### src/rtl/fdd_regs.svh
`ifndef FDD_REGS_SVH
`define FDD_REGS_SVH

// ----------------------------------------------------------------
// clock and times
// ----------------------------------------------------------------
`define FDD_CLK_MHZ        100
`define FDD_SPIN_MS        700
`define FDD_RDSPIN_MS      250
`define FDD_STEP_MS        3
`define FDD_SETTLE_MS      15
`define FDD_RDSTEP_MS      20
`define FDD_TRIM_US        190
`define FDD_ERASE_LAG_US   190
`define FDD_RDREC_US       100
`define FDD_RPULSE_NS      200
`define FDD_WD_PW_NS       100
`define FDD_STEP_PW_NS     1000
`define FDD_REDUCED_TRACK  43

// ----------------------------------------------------------------
// derived cycle counts
// ----------------------------------------------------------------
`define FDD_SPIN_CYC       (`FDD_SPIN_MS * 1000 * `FDD_CLK_MHZ)
`define FDD_RDSPIN_CYC     (`FDD_RDSPIN_MS * 1000 * `FDD_CLK_MHZ)
`define FDD_SEEK_CYC       ((`FDD_STEP_MS + `FDD_SETTLE_MS) * 1000 * `FDD_CLK_MHZ)
`define FDD_RDSTEP_CYC     (`FDD_RDSTEP_MS * 1000 * `FDD_CLK_MHZ)
`define FDD_TRIM_CYC       (`FDD_TRIM_US * `FDD_CLK_MHZ)
`define FDD_LAG_CYC        (`FDD_ERASE_LAG_US * `FDD_CLK_MHZ)
`define FDD_RDREC_CYC      ((`FDD_ERASE_LAG_US + `FDD_RDREC_US) * `FDD_CLK_MHZ)
`define FDD_RPULSE_CYC     (`FDD_RPULSE_NS * `FDD_CLK_MHZ / 1000)
`define FDD_WD_PW_CYC      (`FDD_WD_PW_NS * `FDD_CLK_MHZ / 1000)
`define FDD_STEP_PW_CYC    (`FDD_STEP_PW_NS * `FDD_CLK_MHZ / 1000)

// ----------------------------------------------------------------
// drive input vector positions (active high after capture)
// ----------------------------------------------------------------
`define FDD_I_STEP   4
`define FDD_I_DIR    5
`define FDD_I_WGATE  6
`define FDD_I_WDATA  7
`define FDD_I_WCUR   8
`define FDD_I_SIDE   9
`define FDD_I_MOTOR  10
`define FDD_I_WP     11
`define FDD_I_TRK0   12
`define FDD_I_IDX    13
`define FDD_I_PEAK   14
`define FDD_I_W      15

`endif

### src/rtl/fdd_pkg.sv
`default_nettype none
package fdd_pkg;

  typedef enum logic [1:0] {D_IDLE, D_WRITE, D_TAIL} fdd_dstate_t;
  typedef enum logic [2:0] {H_IDLE, H_STEP, H_ARM, H_WRITE, H_TAIL} fdd_hstate_t;

  typedef struct packed {
    logic [31:0] cnt;
    logic        busy;
    logic        done;
  } fdd_tmr_st_t;

  typedef struct packed {
    logic [14:0] s1;
    logic [14:0] s2;
    logic [14:0] s3;
    logic [1:0]  addr;
    logic        strap_ok;
    fdd_dstate_t st;
    logic        at_speed;
    logic        wr_cur;
    logic        wr_low;
    logic        head_phase;
    logic        trim;
    logic        busy;
    logic        rd_iso;
    logic        side;
    logic        step;
    logic        step_dir;
    logic        oe;
    logic        rdata_n;
    logic        ready_n;
    logic        wprot_n;
    logic        trk0_n;
    logic        idx_n;
  } fdd_drv_st_t;

  typedef struct packed {
    logic [4:0]  s1;
    logic [4:0]  s2;
    logic [4:0]  s3;
    fdd_hstate_t st;
    logic        sel_en;
    logic [1:0]  addr;
    logic        motor;
    logic        step_n;
    logic        dir_n;
    logic        wgate_n;
    logic        wdata_n;
    logic        wcur_n;
    logic        side_n;
    logic [7:0]  pcnt;
  } fdd_host_st_t;

  function automatic logic fdd_sel_hit(input logic [3:0] sel, input logic [1:0] addr);
    return sel[addr];
  endfunction

  function automatic logic [3:0] fdd_sel_onehot(input logic en, input logic [1:0] addr);
    return en ? (4'h1 << addr) : 4'h0;
  endfunction

endpackage
`default_nettype wire

### src/rtl/fdd_if.sv
`default_nettype none
interface fdd_if;
  // host to drive, active low
  logic select_line_a_n;
  logic select_line_b_n;
  logic select_line_c_n;
  logic select_line_d_n;
  logic step_n;
  logic dir_n;
  logic wgate_n;
  logic wdata_n;
  logic wcur_sw_n;
  logic side_n;
  logic motor_on_n;
  // drive to host: open collector value and enable
  logic rdata_drv;
  logic ready_drv;
  logic wprot_drv;
  logic trk0_drv;
  logic idx_drv;
  logic stat_oe;
  // resolved lines, pulled high when released
  logic rdata_n;
  logic ready_n;
  logic wprot_n;
  logic trk0_n;
  logic idx_n;

  assign rdata_n = ~(stat_oe & ~rdata_drv);
  assign ready_n = ~(stat_oe & ~ready_drv);
  assign wprot_n = ~(stat_oe & ~wprot_drv);
  assign trk0_n  = ~(stat_oe & ~trk0_drv);
  assign idx_n   = ~(stat_oe & ~idx_drv);

  modport host (
    output select_line_a_n, select_line_b_n, select_line_c_n, select_line_d_n,
    output step_n, dir_n, wgate_n, wdata_n, wcur_sw_n, side_n, motor_on_n,
    input  rdata_n, ready_n, wprot_n, trk0_n, idx_n
  );

  modport drive (
    input  select_line_a_n, select_line_b_n, select_line_c_n, select_line_d_n,
    input  step_n, dir_n, wgate_n, wdata_n, wcur_sw_n, side_n, motor_on_n,
    output rdata_drv, ready_drv, wprot_drv, trk0_drv, idx_drv, stat_oe
  );
endinterface
`default_nettype wire

### src/rtl/fdd_drive.sv
`default_nettype none
`include "fdd_regs.svh"

//
// Contract
// - host waits 700 ms motor spin-up
// - host waits 18 ms after step
// - both waits may overlap
// - ready plus write gate enables write current
// - host selects reduced current from track 43
// - trim erase on 190 us after gate
// - write data edge toggles winding half
// - first data pulse within 4 us
// - host adds one trailing data pulse
// - write busy from gate to erase off
// - read isolated while writing; side picks head
// - host waits 100 us after erase
// - read valid after latest of three waits
// - each read peak gives 200 ns pulse
// - interface lines are active low
// - drive answers one strap-chosen select line
// - deselected drive ignores all inputs but motor on, releases outputs
// - host asserts one select at most
// - host holds select until command done
// - write protect disables writing, reported
// - no stepping while writing
// - ready only when spindle at speed
module fdd_drive
  import fdd_pkg::*;
#(
  parameter int unsigned SPIN_CYC = `FDD_SPIN_CYC,
  parameter int unsigned TRIM_CYC = `FDD_TRIM_CYC,
  parameter int unsigned LAG_CYC  = `FDD_LAG_CYC
) (
  input  wire logic       clk_i,
  input  wire logic       rst_i,
  input  wire logic [1:0] strap_i,
  input  wire logic       wp_sense_i,
  input  wire logic       track0_sense_i,
  input  wire logic       index_sense_i,
  input  wire logic       peak_i,
  fdd_if.drive            cable,
  output logic            motor_on_o,
  output logic            at_speed_o,
  output logic            wr_current_o,
  output logic            wr_low_current_o,
  output logic            head_phase_o,
  output logic            trim_erase_o,
  output logic            write_busy_o,
  output logic            read_isolate_o,
  output logic            head_side_o,
  output logic            step_o,
  output logic            step_dir_o
);

  fdd_drv_st_t r;
  fdd_drv_st_t n;

  logic [14:0] raw;
  logic [14:0] act;
  logic [14:0] prev;
  logic        sel;
  logic        gate;
  logic        wd_edge;
  logic        spin_start;
  logic        spin_done;
  logic        trim_start;
  logic        trim_done;
  logic        lag_start;
  logic        lag_done;
  logic        rp_start;
  logic        rp_busy;

  // ----------------------------------------------------------------
  // capture: cable inverted to active high, all through two flops
  // ----------------------------------------------------------------
  assign raw = {peak_i, index_sense_i, track0_sense_i, wp_sense_i,
                ~cable.motor_on_n, ~cable.side_n, ~cable.wcur_sw_n, ~cable.wdata_n,
                ~cable.wgate_n, ~cable.dir_n, ~cable.step_n,
                ~cable.select_line_d_n, ~cable.select_line_c_n,
                ~cable.select_line_b_n, ~cable.select_line_a_n};
  assign act  = r.s2;
  assign prev = r.s3;

  // ----------------------------------------------------------------
  // selection and qualified inputs
  // ----------------------------------------------------------------
  assign sel     = r.strap_ok & fdd_sel_hit(act[3:0], r.addr);
  assign gate    = sel & act[`FDD_I_WGATE];
  assign wd_edge = sel & act[`FDD_I_WDATA] & ~prev[`FDD_I_WDATA];

  assign spin_start = act[`FDD_I_MOTOR] & ~prev[`FDD_I_MOTOR];
  // peaks are dropped while the read path is isolated
  assign rp_start   = sel & act[`FDD_I_PEAK] & ~prev[`FDD_I_PEAK] & (r.st == D_IDLE);

  // ----------------------------------------------------------------
  // timers
  // ----------------------------------------------------------------
  fdd_timer u_spin (
    .clk_i   (clk_i),
    .rst_i   (rst_i),
    .start_i (spin_start),
    .len_i   (32'(SPIN_CYC)),
    .busy_o  (),
    .done_o  (spin_done)
  );

  fdd_timer u_trim (
    .clk_i   (clk_i),
    .rst_i   (rst_i),
    .start_i (trim_start),
    .len_i   (32'(TRIM_CYC)),
    .busy_o  (),
    .done_o  (trim_done)
  );

  fdd_timer u_lag (
    .clk_i   (clk_i),
    .rst_i   (rst_i),
    .start_i (lag_start),
    .len_i   (32'(LAG_CYC)),
    .busy_o  (),
    .done_o  (lag_done)
  );

  fdd_timer u_rpulse (
    .clk_i   (clk_i),
    .rst_i   (rst_i),
    .start_i (rp_start),
    .len_i   (32'(`FDD_RPULSE_CYC)),
    .busy_o  (rp_busy),
    .done_o  ()
  );

  // ----------------------------------------------------------------
  // next state
  // ----------------------------------------------------------------
  always_comb begin
    n = r;
    n.s1   = raw;
    n.s2   = r.s1;
    n.s3   = r.s2;
    n.step = 1'b0;
    trim_start = 1'b0;
    lag_start  = 1'b0;

    // strap caught once, after reset release
    if (!r.strap_ok) begin
      n.addr     = strap_i;
      n.strap_ok = 1'b1;
    end

    if (!act[`FDD_I_MOTOR]) begin
      n.at_speed = 1'b0;
    end else if (spin_done) begin
      n.at_speed = 1'b1;
    end

    case (r.st)
      D_IDLE: begin
        if (gate && !prev[`FDD_I_WGATE] && r.at_speed && !act[`FDD_I_WP]) begin
          n.st     = D_WRITE;
          n.wr_cur = 1'b1;
          n.wr_low = act[`FDD_I_WCUR];
          n.busy   = 1'b1;
          n.rd_iso = 1'b1;
          n.side   = act[`FDD_I_SIDE];
          trim_start = 1'b1;
          // gate and first pulse may arrive in one cycle
          if (wd_edge) begin
            n.head_phase = ~r.head_phase;
          end
        end else if (sel) begin
          n.side = act[`FDD_I_SIDE];
        end
        // stepping only outside a write
        if (sel && act[`FDD_I_STEP] && !prev[`FDD_I_STEP]) begin
          n.step     = 1'b1;
          n.step_dir = act[`FDD_I_DIR];
        end
      end
      D_WRITE: begin
        n.wr_low = act[`FDD_I_WCUR];
        if (wd_edge) begin
          n.head_phase = ~r.head_phase;
        end
        if (trim_done) begin
          n.trim = 1'b1;
        end
        // deselect counts as gate false so current never stays on
        if (!gate) begin
          n.st     = D_TAIL;
          n.wr_cur = 1'b0;
          n.wr_low = 1'b0;
          lag_start = 1'b1;
        end
      end
      D_TAIL: begin
        if (lag_done) begin
          n.st     = D_IDLE;
          n.trim   = 1'b0;
          n.busy   = 1'b0;
          n.rd_iso = 1'b0;
        end
      end
      default: begin
        n.st = D_IDLE;
      end
    endcase

    // status lines, released while deselected
    n.oe      = sel;
    n.rdata_n = ~rp_busy;
    n.ready_n = ~r.at_speed;
    n.wprot_n = ~act[`FDD_I_WP];
    n.trk0_n  = ~act[`FDD_I_TRK0];
    n.idx_n   = ~act[`FDD_I_IDX];
  end

  always_ff @(posedge clk_i or posedge rst_i) begin
    if (rst_i) begin
      r <= '{st: D_IDLE, oe: 1'b0, rdata_n: 1'b1, ready_n: 1'b1, wprot_n: 1'b1,
             trk0_n: 1'b1, idx_n: 1'b1, default: '0};
    end else begin
      r <= n;
    end
  end

  // ----------------------------------------------------------------
  // outputs
  // ----------------------------------------------------------------
  assign cable.rdata_drv = r.rdata_n;
  assign cable.ready_drv = r.ready_n;
  assign cable.wprot_drv = r.wprot_n;
  assign cable.trk0_drv  = r.trk0_n;
  assign cable.idx_drv   = r.idx_n;
  assign cable.stat_oe   = r.oe;

  assign motor_on_o       = r.s2[`FDD_I_MOTOR];
  assign at_speed_o       = r.at_speed;
  assign wr_current_o     = r.wr_cur;
  assign wr_low_current_o = r.wr_low;
  assign head_phase_o     = r.head_phase;
  assign trim_erase_o     = r.trim;
  assign write_busy_o     = r.busy;
  assign read_isolate_o   = r.rd_iso;
  assign head_side_o      = r.side;
  assign step_o           = r.step;
  assign step_dir_o       = r.step_dir;

endmodule
`default_nettype wire

### src/rtl/fdd_timer.sv
`default_nettype none
module fdd_timer
  import fdd_pkg::*;
(
  input  wire logic        clk_i,
  input  wire logic        rst_i,
  input  wire logic        start_i,
  input  wire logic [31:0] len_i,
  output logic             busy_o,
  output logic             done_o
);

  fdd_tmr_st_t r;
  fdd_tmr_st_t n;

  // ----------------------------------------------------------------
  // countdown, restart wins over a running count
  // ----------------------------------------------------------------
  always_comb begin
    n = r;
    n.done = 1'b0;
    if (start_i) begin
      n.cnt  = len_i;
      n.busy = (len_i != 32'h0);
    end else if (r.busy) begin
      n.cnt = r.cnt - 32'h1;
      if (r.cnt == 32'h1) begin
        n.busy = 1'b0;
        n.done = 1'b1;
      end
    end
  end

  always_ff @(posedge clk_i or posedge rst_i) begin
    if (rst_i) begin
      r <= '0;
    end else begin
      r <= n;
    end
  end

  assign busy_o = r.busy;
  assign done_o = r.done;

endmodule
`default_nettype wire

### src/flat_wrapper.sv
// flat-port wrapper written by rule: the top's interface ports become plain ports
module fdd_drive_flat import fdd_pkg::*;
#(
  parameter int unsigned SPIN_CYC = `FDD_SPIN_CYC,
  parameter int unsigned TRIM_CYC = `FDD_TRIM_CYC,
  parameter int unsigned LAG_CYC  = `FDD_LAG_CYC
)
  (clk_i, rst_i, strap_i, wp_sense_i, track0_sense_i, index_sense_i, peak_i, motor_on_o, at_speed_o, wr_current_o, wr_low_current_o, head_phase_o, trim_erase_o, write_busy_o, read_isolate_o, head_side_o, step_o, step_dir_o, cable_select_line_a_n, cable_select_line_b_n, cable_select_line_c_n, cable_select_line_d_n, cable_step_n, cable_dir_n, cable_wgate_n, cable_wdata_n, cable_wcur_sw_n, cable_side_n, cable_motor_on_n, cable_rdata_drv, cable_ready_drv, cable_wprot_drv, cable_trk0_drv, cable_idx_drv, cable_stat_oe);
  fdd_if cable_i ();
  input  wire logic clk_i;
  input  wire logic rst_i;
  input  wire logic [1:0] strap_i;
  input  wire logic wp_sense_i;
  input  wire logic track0_sense_i;
  input  wire logic index_sense_i;
  input  wire logic peak_i;
  output logic motor_on_o;
  output logic at_speed_o;
  output logic wr_current_o;
  output logic wr_low_current_o;
  output logic head_phase_o;
  output logic trim_erase_o;
  output logic write_busy_o;
  output logic read_isolate_o;
  output logic head_side_o;
  output logic step_o;
  output logic step_dir_o;
  input wire logic [$bits(cable_i.select_line_a_n)-1:0] cable_select_line_a_n;
  input wire logic [$bits(cable_i.select_line_b_n)-1:0] cable_select_line_b_n;
  input wire logic [$bits(cable_i.select_line_c_n)-1:0] cable_select_line_c_n;
  input wire logic [$bits(cable_i.select_line_d_n)-1:0] cable_select_line_d_n;
  input wire logic [$bits(cable_i.step_n)-1:0] cable_step_n;
  input wire logic [$bits(cable_i.dir_n)-1:0] cable_dir_n;
  input wire logic [$bits(cable_i.wgate_n)-1:0] cable_wgate_n;
  input wire logic [$bits(cable_i.wdata_n)-1:0] cable_wdata_n;
  input wire logic [$bits(cable_i.wcur_sw_n)-1:0] cable_wcur_sw_n;
  input wire logic [$bits(cable_i.side_n)-1:0] cable_side_n;
  input wire logic [$bits(cable_i.motor_on_n)-1:0] cable_motor_on_n;
  output wire logic [$bits(cable_i.rdata_drv)-1:0] cable_rdata_drv;
  output wire logic [$bits(cable_i.ready_drv)-1:0] cable_ready_drv;
  output wire logic [$bits(cable_i.wprot_drv)-1:0] cable_wprot_drv;
  output wire logic [$bits(cable_i.trk0_drv)-1:0] cable_trk0_drv;
  output wire logic [$bits(cable_i.idx_drv)-1:0] cable_idx_drv;
  output wire logic [$bits(cable_i.stat_oe)-1:0] cable_stat_oe;
  assign cable_i.select_line_a_n = cable_select_line_a_n;
  assign cable_i.select_line_b_n = cable_select_line_b_n;
  assign cable_i.select_line_c_n = cable_select_line_c_n;
  assign cable_i.select_line_d_n = cable_select_line_d_n;
  assign cable_i.step_n = cable_step_n;
  assign cable_i.dir_n = cable_dir_n;
  assign cable_i.wgate_n = cable_wgate_n;
  assign cable_i.wdata_n = cable_wdata_n;
  assign cable_i.wcur_sw_n = cable_wcur_sw_n;
  assign cable_i.side_n = cable_side_n;
  assign cable_i.motor_on_n = cable_motor_on_n;
  assign cable_rdata_drv = cable_i.rdata_drv;
  assign cable_ready_drv = cable_i.ready_drv;
  assign cable_wprot_drv = cable_i.wprot_drv;
  assign cable_trk0_drv = cable_i.trk0_drv;
  assign cable_idx_drv = cable_i.idx_drv;
  assign cable_stat_oe = cable_i.stat_oe;
  fdd_drive #(.SPIN_CYC(SPIN_CYC), .TRIM_CYC(TRIM_CYC), .LAG_CYC(LAG_CYC)) u_core (.clk_i(clk_i), .rst_i(rst_i), .strap_i(strap_i), .wp_sense_i(wp_sense_i), .track0_sense_i(track0_sense_i), .index_sense_i(index_sense_i), .peak_i(peak_i), .cable(cable_i), .motor_on_o(motor_on_o), .at_speed_o(at_speed_o), .wr_current_o(wr_current_o), .wr_low_current_o(wr_low_current_o), .head_phase_o(head_phase_o), .trim_erase_o(trim_erase_o), .write_busy_o(write_busy_o), .read_isolate_o(read_isolate_o), .head_side_o(head_side_o), .step_o(step_o), .step_dir_o(step_dir_o));
endmodule
### config.mk
export PLATFORM = sky130hd
export DESIGN_NAME = fdd_drive_flat
export DESIGN_NICKNAME = d
export VERILOG_FILES = /design/src/rtl/fdd_pkg.sv /design/src/rtl/fdd_if.sv /design/src/rtl/fdd_drive.sv /design/src/rtl/fdd_timer.sv /design/src/flat_wrapper.sv
export VERILOG_INCLUDE_DIRS = /design/src /design/src/rtl
export SDC_FILE = /design/constraint.sdc
export NUM_CORES = 1
export LEC_CHECK = 0
export ABC_AREA = 1
export BUFFER_PORTS_ARGS = -buffer_cell sky130_fd_sc_hd__clkbuf_2
export CORE_UTILIZATION = 45
export DETAILED_ROUTE_END_ITERATION = 6
export PLACE_DENSITY = 0.61
export SLEW_MARGIN = 5
export SYNTH_ARGS = -nofsm -noshare
export SYNTH_HDL_FRONTEND = slang
export SYNTH_SLANG_ARGS = --single-unit
### constraint.sdc
create_clock -name clk_i -period 10.09 [get_ports clk_i]
set_input_delay 1.5135 -clock clk_i [delete_from_list [all_inputs] [get_ports clk_i]]
set_output_delay 1.5135 -clock clk_i [all_outputs]
set_load 0.05 [all_outputs]
==> After elaboration in Yosys (flattened, before gate mapping) <==
Cells that the tools add are included.
{ "word_totals": {"mem_bits_ro": 0, "elab_cells": 141, "ramBits": 0, "mem_count": 0, "register_bits": 201, "latch_bits": 0, "out_inout_bits": 17} }
{ "classes": {"shift": 0, "n_lt_le_gt_ge": 1, "n_div": 0, "mul": 0, "n_reduce_logical": 24, "add_sub_neg": 4, "bitwise": 28, "n_eq_ne": 11, "mux": 40} }
{ "ops": {"columns": ["op", "n"], "rows": [
  ["$mux 34", 4],
  ["$mux 33", 4],
  ["$eq 32x1->1 const B", 4],
  ["$sub 32x1->32 const B", 4],
  ["$mux 2", 11],
  ["$not 1->1", 20],
  ["$reduce_bool 2->1", 8],
  ["$mux 1", 14],
  ["$reduce_and 3->1", 4],
  ["$ne 2x2->1 const B", 5],
  ["$and 1x1->1", 8],
  ["$mux 3", 2],
  ["$pmux 2 s3", 1],
  ["$pmux 3 s2", 1],
  ["$reduce_and 2->1", 3],
  ["$logic_and 1x1->1", 5],
  ["$pmux 2 s2", 1],
  ["$logic_not 1->1", 3],
  ["$lt 2x3->1 const B", 1],
  ["$bmux 1 s2", 1],
  ["$eq 2x1->1 const B", 1],
  ["$eq 2x2->1 const B", 1],
  ["$logic_not 2->1", 1],
  ["$pmux 1 s2", 1]
]} }

==> Longest topological paths before layout <==
Gate-level depths: netlist (run 1).
{ "depth": {"word_depth": 10, "ltp_mapped": 12, "depth_no_buf": 12} }

==> Modules after synthesis <==
Synthesis (run 1) repeated with hierarchy kept, for this count alone.
{ "unflattened": {"hier_cells": 1685, "hier_area_um2": 11939.0} }
{ "by_module_without_submodules": {"columns": ["module", "instances", "cells_per_inst", "area_per_inst_um2", "seq_area_each_um2"], "rows": [
  ["fdd_timer (u_core.u_lag ...)", 2, 385, 2572.5, 850.8],
  ["fdd_timer (u_core.u_spin ...)", 2, 384, 2488.6, 850.8],
  ["fdd_drive", 1, 147, 1816.7, 1382.6]
]} }

==> Worst setup path before layout (run 1) <==
No wires, ideal clock.
{ "synth_timing": {"path_kind": "register to output", "from": "register u_core.r (netlist bit u_core.write_busy_o)", "to": "output port write_busy_o", "slack_ns": 7.678, "required_ns": 8.576, "path_stages_with_launch": 2, "n_path_buf": 1, "arrival_ns": 0.899, "cell_sequence": "dfrtp_1 buf_4"} }
{ "synth_rtl": {"columns": ["item", "line", "text"], "rows": [
  ["start: declaration", "fdd_drive.sv:56", "fdd_drv_st_t r;"],
  ["start signal: assignment", "fdd_drive.sv:222", "r <= '{st: D_IDLE, oe: 1'b0, rdata_n: 1'b1, ready_n: 1'b1, wprot_n: 1'b1,"],
  ["start signal: assignment", "fdd_drive.sv:225", "r <= n;"],
  ["end: declaration", "flat_wrapper.sv:23", "output logic write_busy_o;"]
]} }
No word-level cell between the ends.

==> Worst setup path in the final report (run 1) <==
{ "layout_timing": {"from": "register u_core.r (netlist bit u_core.cable.ready_drv)", "to": "output port cable_ready_drv"} }
{ "layout_rtl": {"columns": ["item", "line", "text"], "rows": [
  ["end: declaration", "flat_wrapper.sv:40", "output wire logic [$bits(cable_i.ready_drv)-1:0] cable_ready_drv;"]
]} }
No word-level cell between the ends.

==> results of run 1 <==
Yosys cell counts, drive strengths merged:
cell type / instances
nor2: 275
nand2: 254
dfrtp: 185
inv: 177
nand3: 65
o21ai: 57
a21oi: 42
xor2: 31
nor3: 26
nand4: 23
buf: 13
nor4: 10
ha: 8
nor3b: 6
dfstp: 5
o21bai: 5
or2: 4
a31oi: 3
and2: 3
clkbuf: 3
nand3b: 3
o211ai: 3
xnor2: 3
o31ai: 2
a211oi: 1
clkinv: 1
conb: 1
cell families (layout without fill, tap and decap cells):
kind of cell | Yosys count | in the layout | share of synthesized area [%]
AOI/OAI and AO/OA | 113 | 113 | 6.25
xor gates and xnor gates | 34 | 34 | 3.12
adders and majority gates | 8 | 8 | 1.05
buffers and inverters | 194 | 247 | 8.02
DFF | 190 | 190 | 49.9
other | 1 | 1 | 0.0393
and+or+nand+nor | 669 | 669 | 31.7
layout make-up:
class / instances / area share, %
flip-flops and latches: 190 / 45.3
multi-input cells: 825 / 38.2
clock buffers: 22 / 4.41
clock inverters: 10 / 0.631
repair buffers: 37 / 1.81
well taps: 270 / 3.21
inverters: 178 / 6.42
per-stage QoR:
| step | setup slack [ns] | hold WS, ns | std cells |
|---|---|---|---|
| 2_1_floorplan | 3.41 | 0.331 | 1209 |
| 3_3_place_gp | 6.89 | 0.331 | 1500 |
| 3_5_place_dp | 6.89 | 0.335 | 1500 |
| 4_1_cts | 7.34 | 0.349 | 1532 |
| 5_1_grt | 7.18 | 0.350 | 1532 |
| 6_report | 7.37 | 0.347 | 1532 |
state kept, by name, indices dropped and copies added, names as in the netlist, 5 cells and up:
name / count
u_core.act: 15
u_core.n: 15
u_core.prev: 5
u_core.r: 5
u_core.u_lag.r: 32
u_core.u_rpulse.r: 32
u_core.u_spin.r: 32
u_core.u_trim.r: 32
power by group through the flow:
stage	clock (mW)	combinational (mW)	sequential, mW
floorplan	0	0.359	0.927
global placement	0	0.450	0.930
detailed placement	0	0.456	0.930
CTS	0.633	0.462	0.918
global route	0.657	0.538	0.931
finish	0.614	0.458	0.918
final timing paths:
kind	startpoint	end	slack, ns	cells past startpoint
worst max register to register	u_core.r[19]$_DFFE_PP0N_	u_core.u_trim.r[2]$_DFFE_PP0P_	8.10	8
max in group asynchronous	rst_i	u_core.u_spin.r[26]$_DFFE_PP0P_	7.50	3
worst max-delay path	u_core.cable.ready_drv$_DFF_PP1_	cable_ready_drv	7.37	1
worst min register to register	u_core.n[42]$_DFF_PP0_	u_core.act[6]$_DFF_PP0_	0.35	0
worst min-delay path	u_core.n[42]$_DFF_PP0_	u_core.act[6]$_DFF_PP0_	0.35	0
min in group asynchronous	rst_i	u_core.n[39]$_DFF_PP0_	1.29	2
per-layer routing:
| layer | up-vias | global-route usage (%) | wire length [µm] |
|---|---|---|---|
| met3 | 11 | 3.43 | 477 |
| li1 | 3861 | - | - |
| met4 | 0 | 5.10 | 161 |
| met2 | 71 | 31.2 | 8920 |
| met1 | 3401 | 26.7 | 9700 |
| met5 | - | 0 | 0 |
==> impl_metrics.json, run 1 <==
{
  "status": "complete, no violations",
  "die_area_um2": 21800,
  "critPathArrivalTime_ns": 1.21,
  "core_um2": 20500,
  "peakVddDrop_uv": 117,
  "cts_hold_buf": 0,
  "power_frac_seq_pct": 46.1,
  "crit_required_ns": 8.58,
  "ant_nets": 0,
  "nets": 1276,
  "clock_latency_ns": 0.43,
  "combPwrFrac_pct": 23.0,
  "hold_violations": 0,
  "slowest_delay_ns": 0.52,
  "synth_fp_nets": 1236,
  "synth.avg_cell_area_um2": 7.90,
  "cts_setup_buffers": 0,
  "vias_per_cell": 4.79,
  "ctsRootBufferMaster": "clkbuf_16",
  "ys.warnings.count": 0,
  "num_rows": 52,
  "p_switching_mw": 0.667,
  "first_global_vias": 7153,
  "yosysUniqueCellTypes": 42,
  "ys_seq_area_share_pct": 49.9,
  "cts_buffers": 17,
  "slew_headroom_pct": 41.6,
  "grt_use_total_pct": 19.3,
  "portBuffers": 35,
  "leakage_nw": 5.53,
  "antenna_found_initial": 0,
  "die_h_um": 148,
  "cpLargestDelayFamily": "flip-flops",
  "cp_max_fo": 1,
  "synth_seq_cells": 190,
  "wl_per_cell_um": 12.6,
  "cts.sinks": 190,
  "synth_top_area_share_pct": 48.5,
  "synth_area_um2": 9550,
  "worstMarginPinSlew_ns": 0.876,
  "synthesis.instances": 1209,
  "multiInputGateArea_um2": 4020,
  "path_clk_slew_ns": 0.07,
  "fin_tns_setup_ns": 0,
  "clockPowerShare_pct": 30.8,
  "grt_pass1_wl_mm": 33.7,
  "fin_area_um2": 10500,
  "regArea_um2": 4760,
  "h-tree-depth": 4,
  "endpoint_kind": "output pin",
  "diodes": 0,
  "final_cell_mix": "nand2_1, nor2_1, dfrtp_1",
  "maxCapViolCount": 0,
  "utilization_pct": 51.3,
  "intPower_mw": 1.32,
  "wirelength_mm": 19.3,
  "remaining_drc_errors": 0,
  "grt_max_degree": 130,
  "fin_crit_sh_pct": 27.0,
  "hpwl_mm": 13.5,
  "placed_cell_area_um2": 9990,
  "drive_gt1_share_pct": 12.4,
  "gp_congestion": 0.842,
  "cp_cell_sequence": "clkbuf_2",
  "rsz0062_at_grt": "false",
  "io_pins": 36,
  "cts_tree": "built",
  "cp_num_buf_inv": 1,
  "fmax_mhz": 367,
  "post_cts_resized": 0,
  "fin_skew_ns": 0.0110,
  "clockBufferDepth": 2,
  "synthTopCellsByArea": "dfrtp_1, nand2_1, nor2_1",
  "startpoint_type": "register",
  "yosysTopAreaCell": "dfrtp_1",
  "slowest_stage": "dfstp_2",
  "min_period_ns": 2.72,
  "drtPass1Iterations": 4,
  "fp.dieW_um": 148,
  "grt-ovfl-total": 0,
  "syn_to_final_growth_pct": 10.1,
  "p_sw_share_pct": 33.5,
  "powerDensity_nw_per_um2": 189,
  "slew_violations": 0,
  "total_power_mw": 1.99,
  "n_fill_cell": 2020,
  "setup_viol": 0,
  "crit_type": "reg -> out",
  "vias": 7344,
  "drtIter0Drc": 435,
  "start_util_pct": 46.6,
  "hp-class": "reg -> reg"
}
(Power assumes the default switching activity.)
==> run 2: changes to the inputs <==
==> constraint.sdc (replaced) <==
create_clock -name clk_i -period 2.8 [get_ports clk_i]
set_input_delay 0.42 -clock clk_i [delete_from_list [all_inputs] [get_ports clk_i]]
set_output_delay 0.42 -clock clk_i [all_outputs]
set_load 0.05 [all_outputs]
==> impl_metrics.json, run 2 (synthesis gave the netlist of run 1 again) <==
{
  "grt_pass1_wl_mm": 34.8,
  "gp_congestion": 0.813,
  "r2r-end": "u_core.u_lag.r[15]$_DFFE_PP0P_",
  "total_power_mw": 7.54,
  "cts_buffers": 17,
  "peakVddDrop_uv": 349,
  "wl_per_cell_um": 12.9,
  "cts_hold_buf": 0,
  "worst_r2r_startpoint": "u_core.r[19]$_DFFE_PP0N_",
  "slowest_stage": "nand2_2",
  "post_cts_resized": 0,
  "path_clk_slew_ns": 0.07,
  "fin_area_um2": 10700,
  "powerDensity_nw_per_um2": 707,
  "min_period_ns": 1.85,
  "combPwrFrac_pct": 22.2,
  "grt-ovfl-total": 0,
  "min_from": "peak_i",
  "place_inst": 1503,
  "ctsRootBufferMaster": "clkbuf_16",
  "io_pins": 36,
  "grt_use_total_pct": 20.0,
  "fin_crit_sh_pct": 66.1,
  "p_switching_mw": 2.45,
  "vias_per_cell": 4.82,
  "clockBufferDepth": 2,
  "hold_violations": 0,
  "remaining_drc_errors": 0,
  "diodes": 0,
  "ant_nets": 0,
  "cp_max_fo": 30,
  "endpoint_kind": "register",
  "grt_max_degree": 104,
  "die_h_um": 148,
  "ff2ff_path_depth": 10,
  "slowest_delay_ns": 0.44,
  "num_rows": 52,
  "fp.dieW_um": 148,
  "drtIter0Drc": 343,
  "cts_tree": "built",
  "leakage_nw": 5.59,
  "rsz0062_at_grt": "false",
  "p_sw_share_pct": 32.5,
  "hp-class": "in -> reg",
  "syn_to_final_growth_pct": 11.6,
  "slew_headroom_pct": 52.5,
  "crit_required_ns": 3.14,
  "crit_type": "reg -> reg",
  "slew_violations": 0,
  "critPathArrivalTime_ns": 2.19,
  "die_area_um2": 21800,
  "drive_gt1_share_pct": 12.8,
  "start_util_pct": 46.6,
  "first_global_vias": 7347,
  "finalNonFillerCells": 1535,
  "clock_latency_ns": 0.43,
  "fin_skew_ns": 0.00959,
  "cpLargestDelayFamily": "simple AND/OR/NAND/NOR gates",
  "maxCapViolCount": 0,
  "drtPass1Iterations": 5,
  "final_cell_mix": "nand2_1, nor2_1, dfrtp_1",
  "hold-path-endpoint": "u_core.n[50]$_DFF_PP0_",
  "intPower_mw": 5.09,
  "portBuffers": 35,
  "cts_setup_buffers": 0,
  "power_frac_seq_pct": 43.9,
  "r2r_slack_ns": 0.95,
  "placed_cell_area_um2": 10000,
  "clockPowerShare_pct": 33.9,
  "cp_num_buf_inv": 3,
  "hpwl_mm": 14.3,
  "cp_cell_sequence": "inv_2 > nand2_1 > nand3_1 > nand2_1 > nand2_1 > inv_2 > nand2_2 > nand2_2 > inv_2 > nor3b_1",
  "status": "complete, no violations",
  "antenna_found_initial": 0,
  "vias": 7400,
  "n_fill_cell": 1977,
  "cts.sinks": 190,
  "nets": 1279,
  "whs_path_depth": 1,
  "wirelength_mm": 19.8,
  "h-tree-depth": 4,
  "setup_viol": 0,
  "startpoint_type": "register",
  "worstMarginPinSlew_ns": 0.712,
  "core_um2": 20500,
  "fmax_mhz": 540
}
## run 2: cell count changes in the layout (fill, tap and decap cells not counted), sizes merged
cell,before,now
bufinv,0,4
clkinvlp,2,4
inv,178,177
buf,2,5
clkbuf,57,53
clkinv,8,7
## run 2: power groups by stage
stage               logic [mW]  registers (mW)  clock network [mW]
floorplan                 1.30            3.34                   0
global placement          1.66            3.36                   0
detailed placement        1.67            3.36                   0
CTS                       1.68            3.31                2.62
global route              1.96            3.36                2.72
finish                    1.67            3.31                2.55
## run 2: area by class of cell
class,count,area [µm²],area share (%)
Multi-Input combinational cell,825,4020,37.8
Tap cell,270,338,3.17
Inverter,178,672,6.31
Clock buffer,18,429,4.03
Timing Repair Buffer,40,238,2.23
Sequential cell,190,4760,44.7
Clock inverter,14,193,1.81
## run 2: how the worst max path moves through the flow
stage / start / endpoint / cells after the start
after floorplan: rst_i / u_core.act[0]$_DFF_PP0_ / 1
after global placement: u_core.r[19]$_DFFE_PP0N_ / u_core.u_lag.r[15]$_DFFE_PP0P_ / 9
after detailed placement: u_core.r[19]$_DFFE_PP0N_ / u_core.u_lag.done_o$_DFF_PP0_ / 10
after CTS: u_core.r[19]$_DFFE_PP0N_ / u_core.u_lag.r[15]$_DFFE_PP0P_ / 10
after global routing: u_core.r[19]$_DFFE_PP0N_ / u_core.u_lag.done_o$_DFF_PP0_ / 10
final: u_core.r[19]$_DFFE_PP0N_ / u_core.u_lag.r[15]$_DFFE_PP0P_ / 10
## run 2: per-layer routing
| layer | vias to the layer above | track usage [%] | routed length [µm] | part of all wire [%] |
|---|---|---|---|---|
| met2 | 69 | 32.2 | 9020 | 46 |
| met1 | 3441 | 27.8 | 10100 | 51 |
| met4 | 0 | 5.93 | 246 | 1.2 |
| li1 | 3874 | - | - | - |
| met3 | 16 | 3.09 | 398 | 2.0 |
| met5 | - | 0 | 0 | 0 |
## run 2: stage by stage
step | TNS, ns | hold WS (ns) | setup slack [ns] | utilization (%)
global route | 0 | 0.0760 | 0.705 | 52.0
floorplan | -11.91 | 0.331 | -0.0644 | -
finish | 0 | 0.0913 | 0.949 | 52.0
CTS | 0 | 0.0700 | 0.905 | 52.0
global placement | 0 | 0.333 | 1.00 | 48.9
detailed placement | 0 | 0.336 | 0.919 | 48.9
## run 2: worst register-to-register path, stage by stage (launching register included)
cell and delay (ns):
dfrtp_1 0.38, inv_2 0.06, nand2_1 0.06, nand3_1 0.06, nand2_1 0.10, nand2_1 0.10
inv_2 0.08, nand2_2 0.06, nand2_2 0.44, inv_2 0.21, nor3b_1 0.22
==> run 3: changes to the inputs <==
==> constraint.sdc (replaced) <==
create_clock -name clk_i -period 1.9 [get_ports clk_i]
set_input_delay 0.285 -clock clk_i [delete_from_list [all_inputs] [get_ports clk_i]]
set_output_delay 0.285 -clock clk_i [all_outputs]
set_load 0.05 [all_outputs]
==> impl_metrics.json, run 3 (synthesis gave the netlist of run 1 again) <==
{
  "status": "complete, no violations",
  "place_inst": 1516,
  "h-tree-depth": 4,
  "utilization_pct": 53.5,
  "setup_viol": 0,
  "slowest_stage": "dfrtp_1",
  "min_period_ns": 1.74,
  "whs_path_depth": 2,
  "finalNonFillerCells": 1565,
  "maxCapViolCount": 0,
  "num_rows": 52,
  "clock_latency_ns": 0.43,
  "r2r_slack_ns": 0.16,
  "hp-class": "in -> reg",
  "grt_pass1_wl_mm": 35.0,
  "worst_r2r_startpoint": "u_core.u_trim.r[17]$_DFFE_PP0P_",
  "use_met1_pct": 27.0,
  "r2r-end": "u_core.u_trim.r[29]$_DFFE_PP0P_",
  "antenna_found_initial": 0,
  "gp_congestion": 0.865,
  "crit_type": "reg -> reg",
  "ant_nets": 0,
  "wirelength_mm": 20.2,
  "slew_violations": 0,
  "hpwl_mm": 14.6,
  "hold_violations": 0,
  "syn_to_final_growth_pct": 14.8,
  "use_met3_pct": 3.40,
  "io_pins": 36,
  "cts_tree": "built",
  "drtPass1Iterations": 4,
  "grt-ovfl-total": 0,
  "crit_required_ns": 2.26,
  "start_util_pct": 46.6,
  "remaining_drc_errors": 0,
  "cts.sinks": 190,
  "vias_per_cell": 4.83,
  "top_usage_layer": "met2",
  "ctsRootBufferMaster": "clkbuf_16",
  "grt_max_degree": 57,
  "drtIter0Drc": 453,
  "nets": 1309,
  "path_clk_slew_ns": 0.08,
  "wl_per_cell_um": 12.9,
  "final_cell_mix": "nor2_1, nand2_1, dfrtp_1",
  "vias": 7554,
  "final_common_cell": "nor2_1",
  "peakVddDrop_uv": 734,
  "core_um2": 20500,
  "critPathArrivalTime_ns": 2.10,
  "drive_gt1_share_pct": 14.3,
  "first_global_vias": 7448,
  "path_common_cell": "nand2_1",
  "use_met2_pct": 33.0,
  "cts_buffers": 17,
  "diodes": 0,
  "min_from": "cable_motor_on_n",
  "hold-path-endpoint": "u_core.n[46]$_DFF_PP0_",
  "portBuffers": 35,
  "cp_max_fo": 3,
  "leakage_nw": 5.73,
  "startpoint_type": "register",
  "fin_skew_ns": 0.0109,
  "fin_crit_sh_pct": 91.6,
  "powerDensity_nw_per_um2": 1030,
  "slowest_delay_ns": 0.40,
  "ff2ff_path_depth": 9,
  "fp.dieW_um": 148,
  "grt_use_total_pct": 19.9,
  "die_h_um": 148,
  "endpoint_kind": "register",
  "fmax_mhz": 575,
  "clockBufferDepth": 2,
  "die_area_um2": 21800,
  "cp_cell_sequence": "inv_1 > nand2_1 > nor3_1 > nand3b_1 > nor2_1 > nand3_1 > nand2_1 > nand2_1 > nor2_1"
}
-- run 3: changes by cell type in the layout (fill, tap and decap cells not counted), sizes merged --
cell,delta
dlygate4sd3,+13
clkbuf,-1
clkinv,-6
buf,+17
inv,+7
-- run 3: worst max path at each step --
| stage | from | to | slack, ns | cells past startpoint |
|---|---|---|---|---|
| after floorplan | rst_i | u_core.act[0]$_DFF_PP0_ | -0.83 | 1 |
| after global placement | u_core.u_spin.r[2]$_DFFE_PP0P_ | u_core.u_spin.r[26]$_DFFE_PP0P_ | 0.19 | 11 |
| after detailed placement | u_core.u_spin.r[2]$_DFFE_PP0P_ | u_core.u_spin.r[26]$_DFFE_PP0P_ | 0.13 | 11 |
| after CTS | u_core.u_spin.r[2]$_DFFE_PP0P_ | u_core.u_spin.r[26]$_DFFE_PP0P_ | 0.12 | 11 |
| after global routing | u_core.u_spin.r[2]$_DFFE_PP0P_ | u_core.u_spin.r[32]$_DFFE_PP0P_ | -0.02 | 11 |
| final | u_core.u_trim.r[17]$_DFFE_PP0P_ | u_core.u_trim.r[29]$_DFFE_PP0P_ | 0.16 | 9 |
-- run 3: what timing repair did --
action	in CTS	in global routing
endpoints found under the setup margin	0	6
hold endpoints to repair	21	0
resized for setup	0	5
hold buffers	13	0
setup buffers	0	4
-- run 3: cell type report --
class / instances / area [µm²]
clock buffers: 17 / 425
flip-flops and latches: 190 / 4760
repair buffers: 70 / 520
fillers: 1961 / 9530
well taps: 270 / 338
clock inverters: 15 / 220
inverters: 178 / 672
multi-input cells: 825 / 4030
-- run 3: through the flow --
stage / power (mW) / worst slack (ns) / hold slack (ns) / TNS, ns / cell area, µm²
2_1_floorplan: 6.83 / -0.829 / 0.316 / -154.50 / 9550
3_3_place_gp: 7.41 / 0.195 / 0.278 / 0 / 10200
3_5_place_dp: 7.43 / 0.133 / 0.274 / 0 / 10200
4_1_cts: 11.5 / 0.120 / 0.00915 / 0 / 10900
5_1_grt: 12.1 / -0.0162 / 0.00808 / -0.0162 / 11000
6_report: 11.3 / 0.160 / 0.0115 / 0 / 11000
-- run 3: power by group --
| group | internal [mW] | switching (mW) |
|---|---|---|
| Clock | 2.25 | 1.69 |
| Sequential | 4.46 | 0.389 |
| Combinational | 0.895 | 1.65 |
| Total | 7.61 | 3.73 |
-- run 3: worst max-delay path: cells and delay by family, from the launching register on --
kind / cells / cell delay (ns)
flops: 1 / 0.40
buf+inv: 1 / 0.10
simple gates: 8 / 1.18
-- run 3: layer usage --
layer | vias to the layer above | routed length, µm
met3 | 16 | 485
met4 | 0 | 199
met5 | - | 0
met1 | 3525 | 9990
met2 | 87 | 9530
li1 | 3926 | -
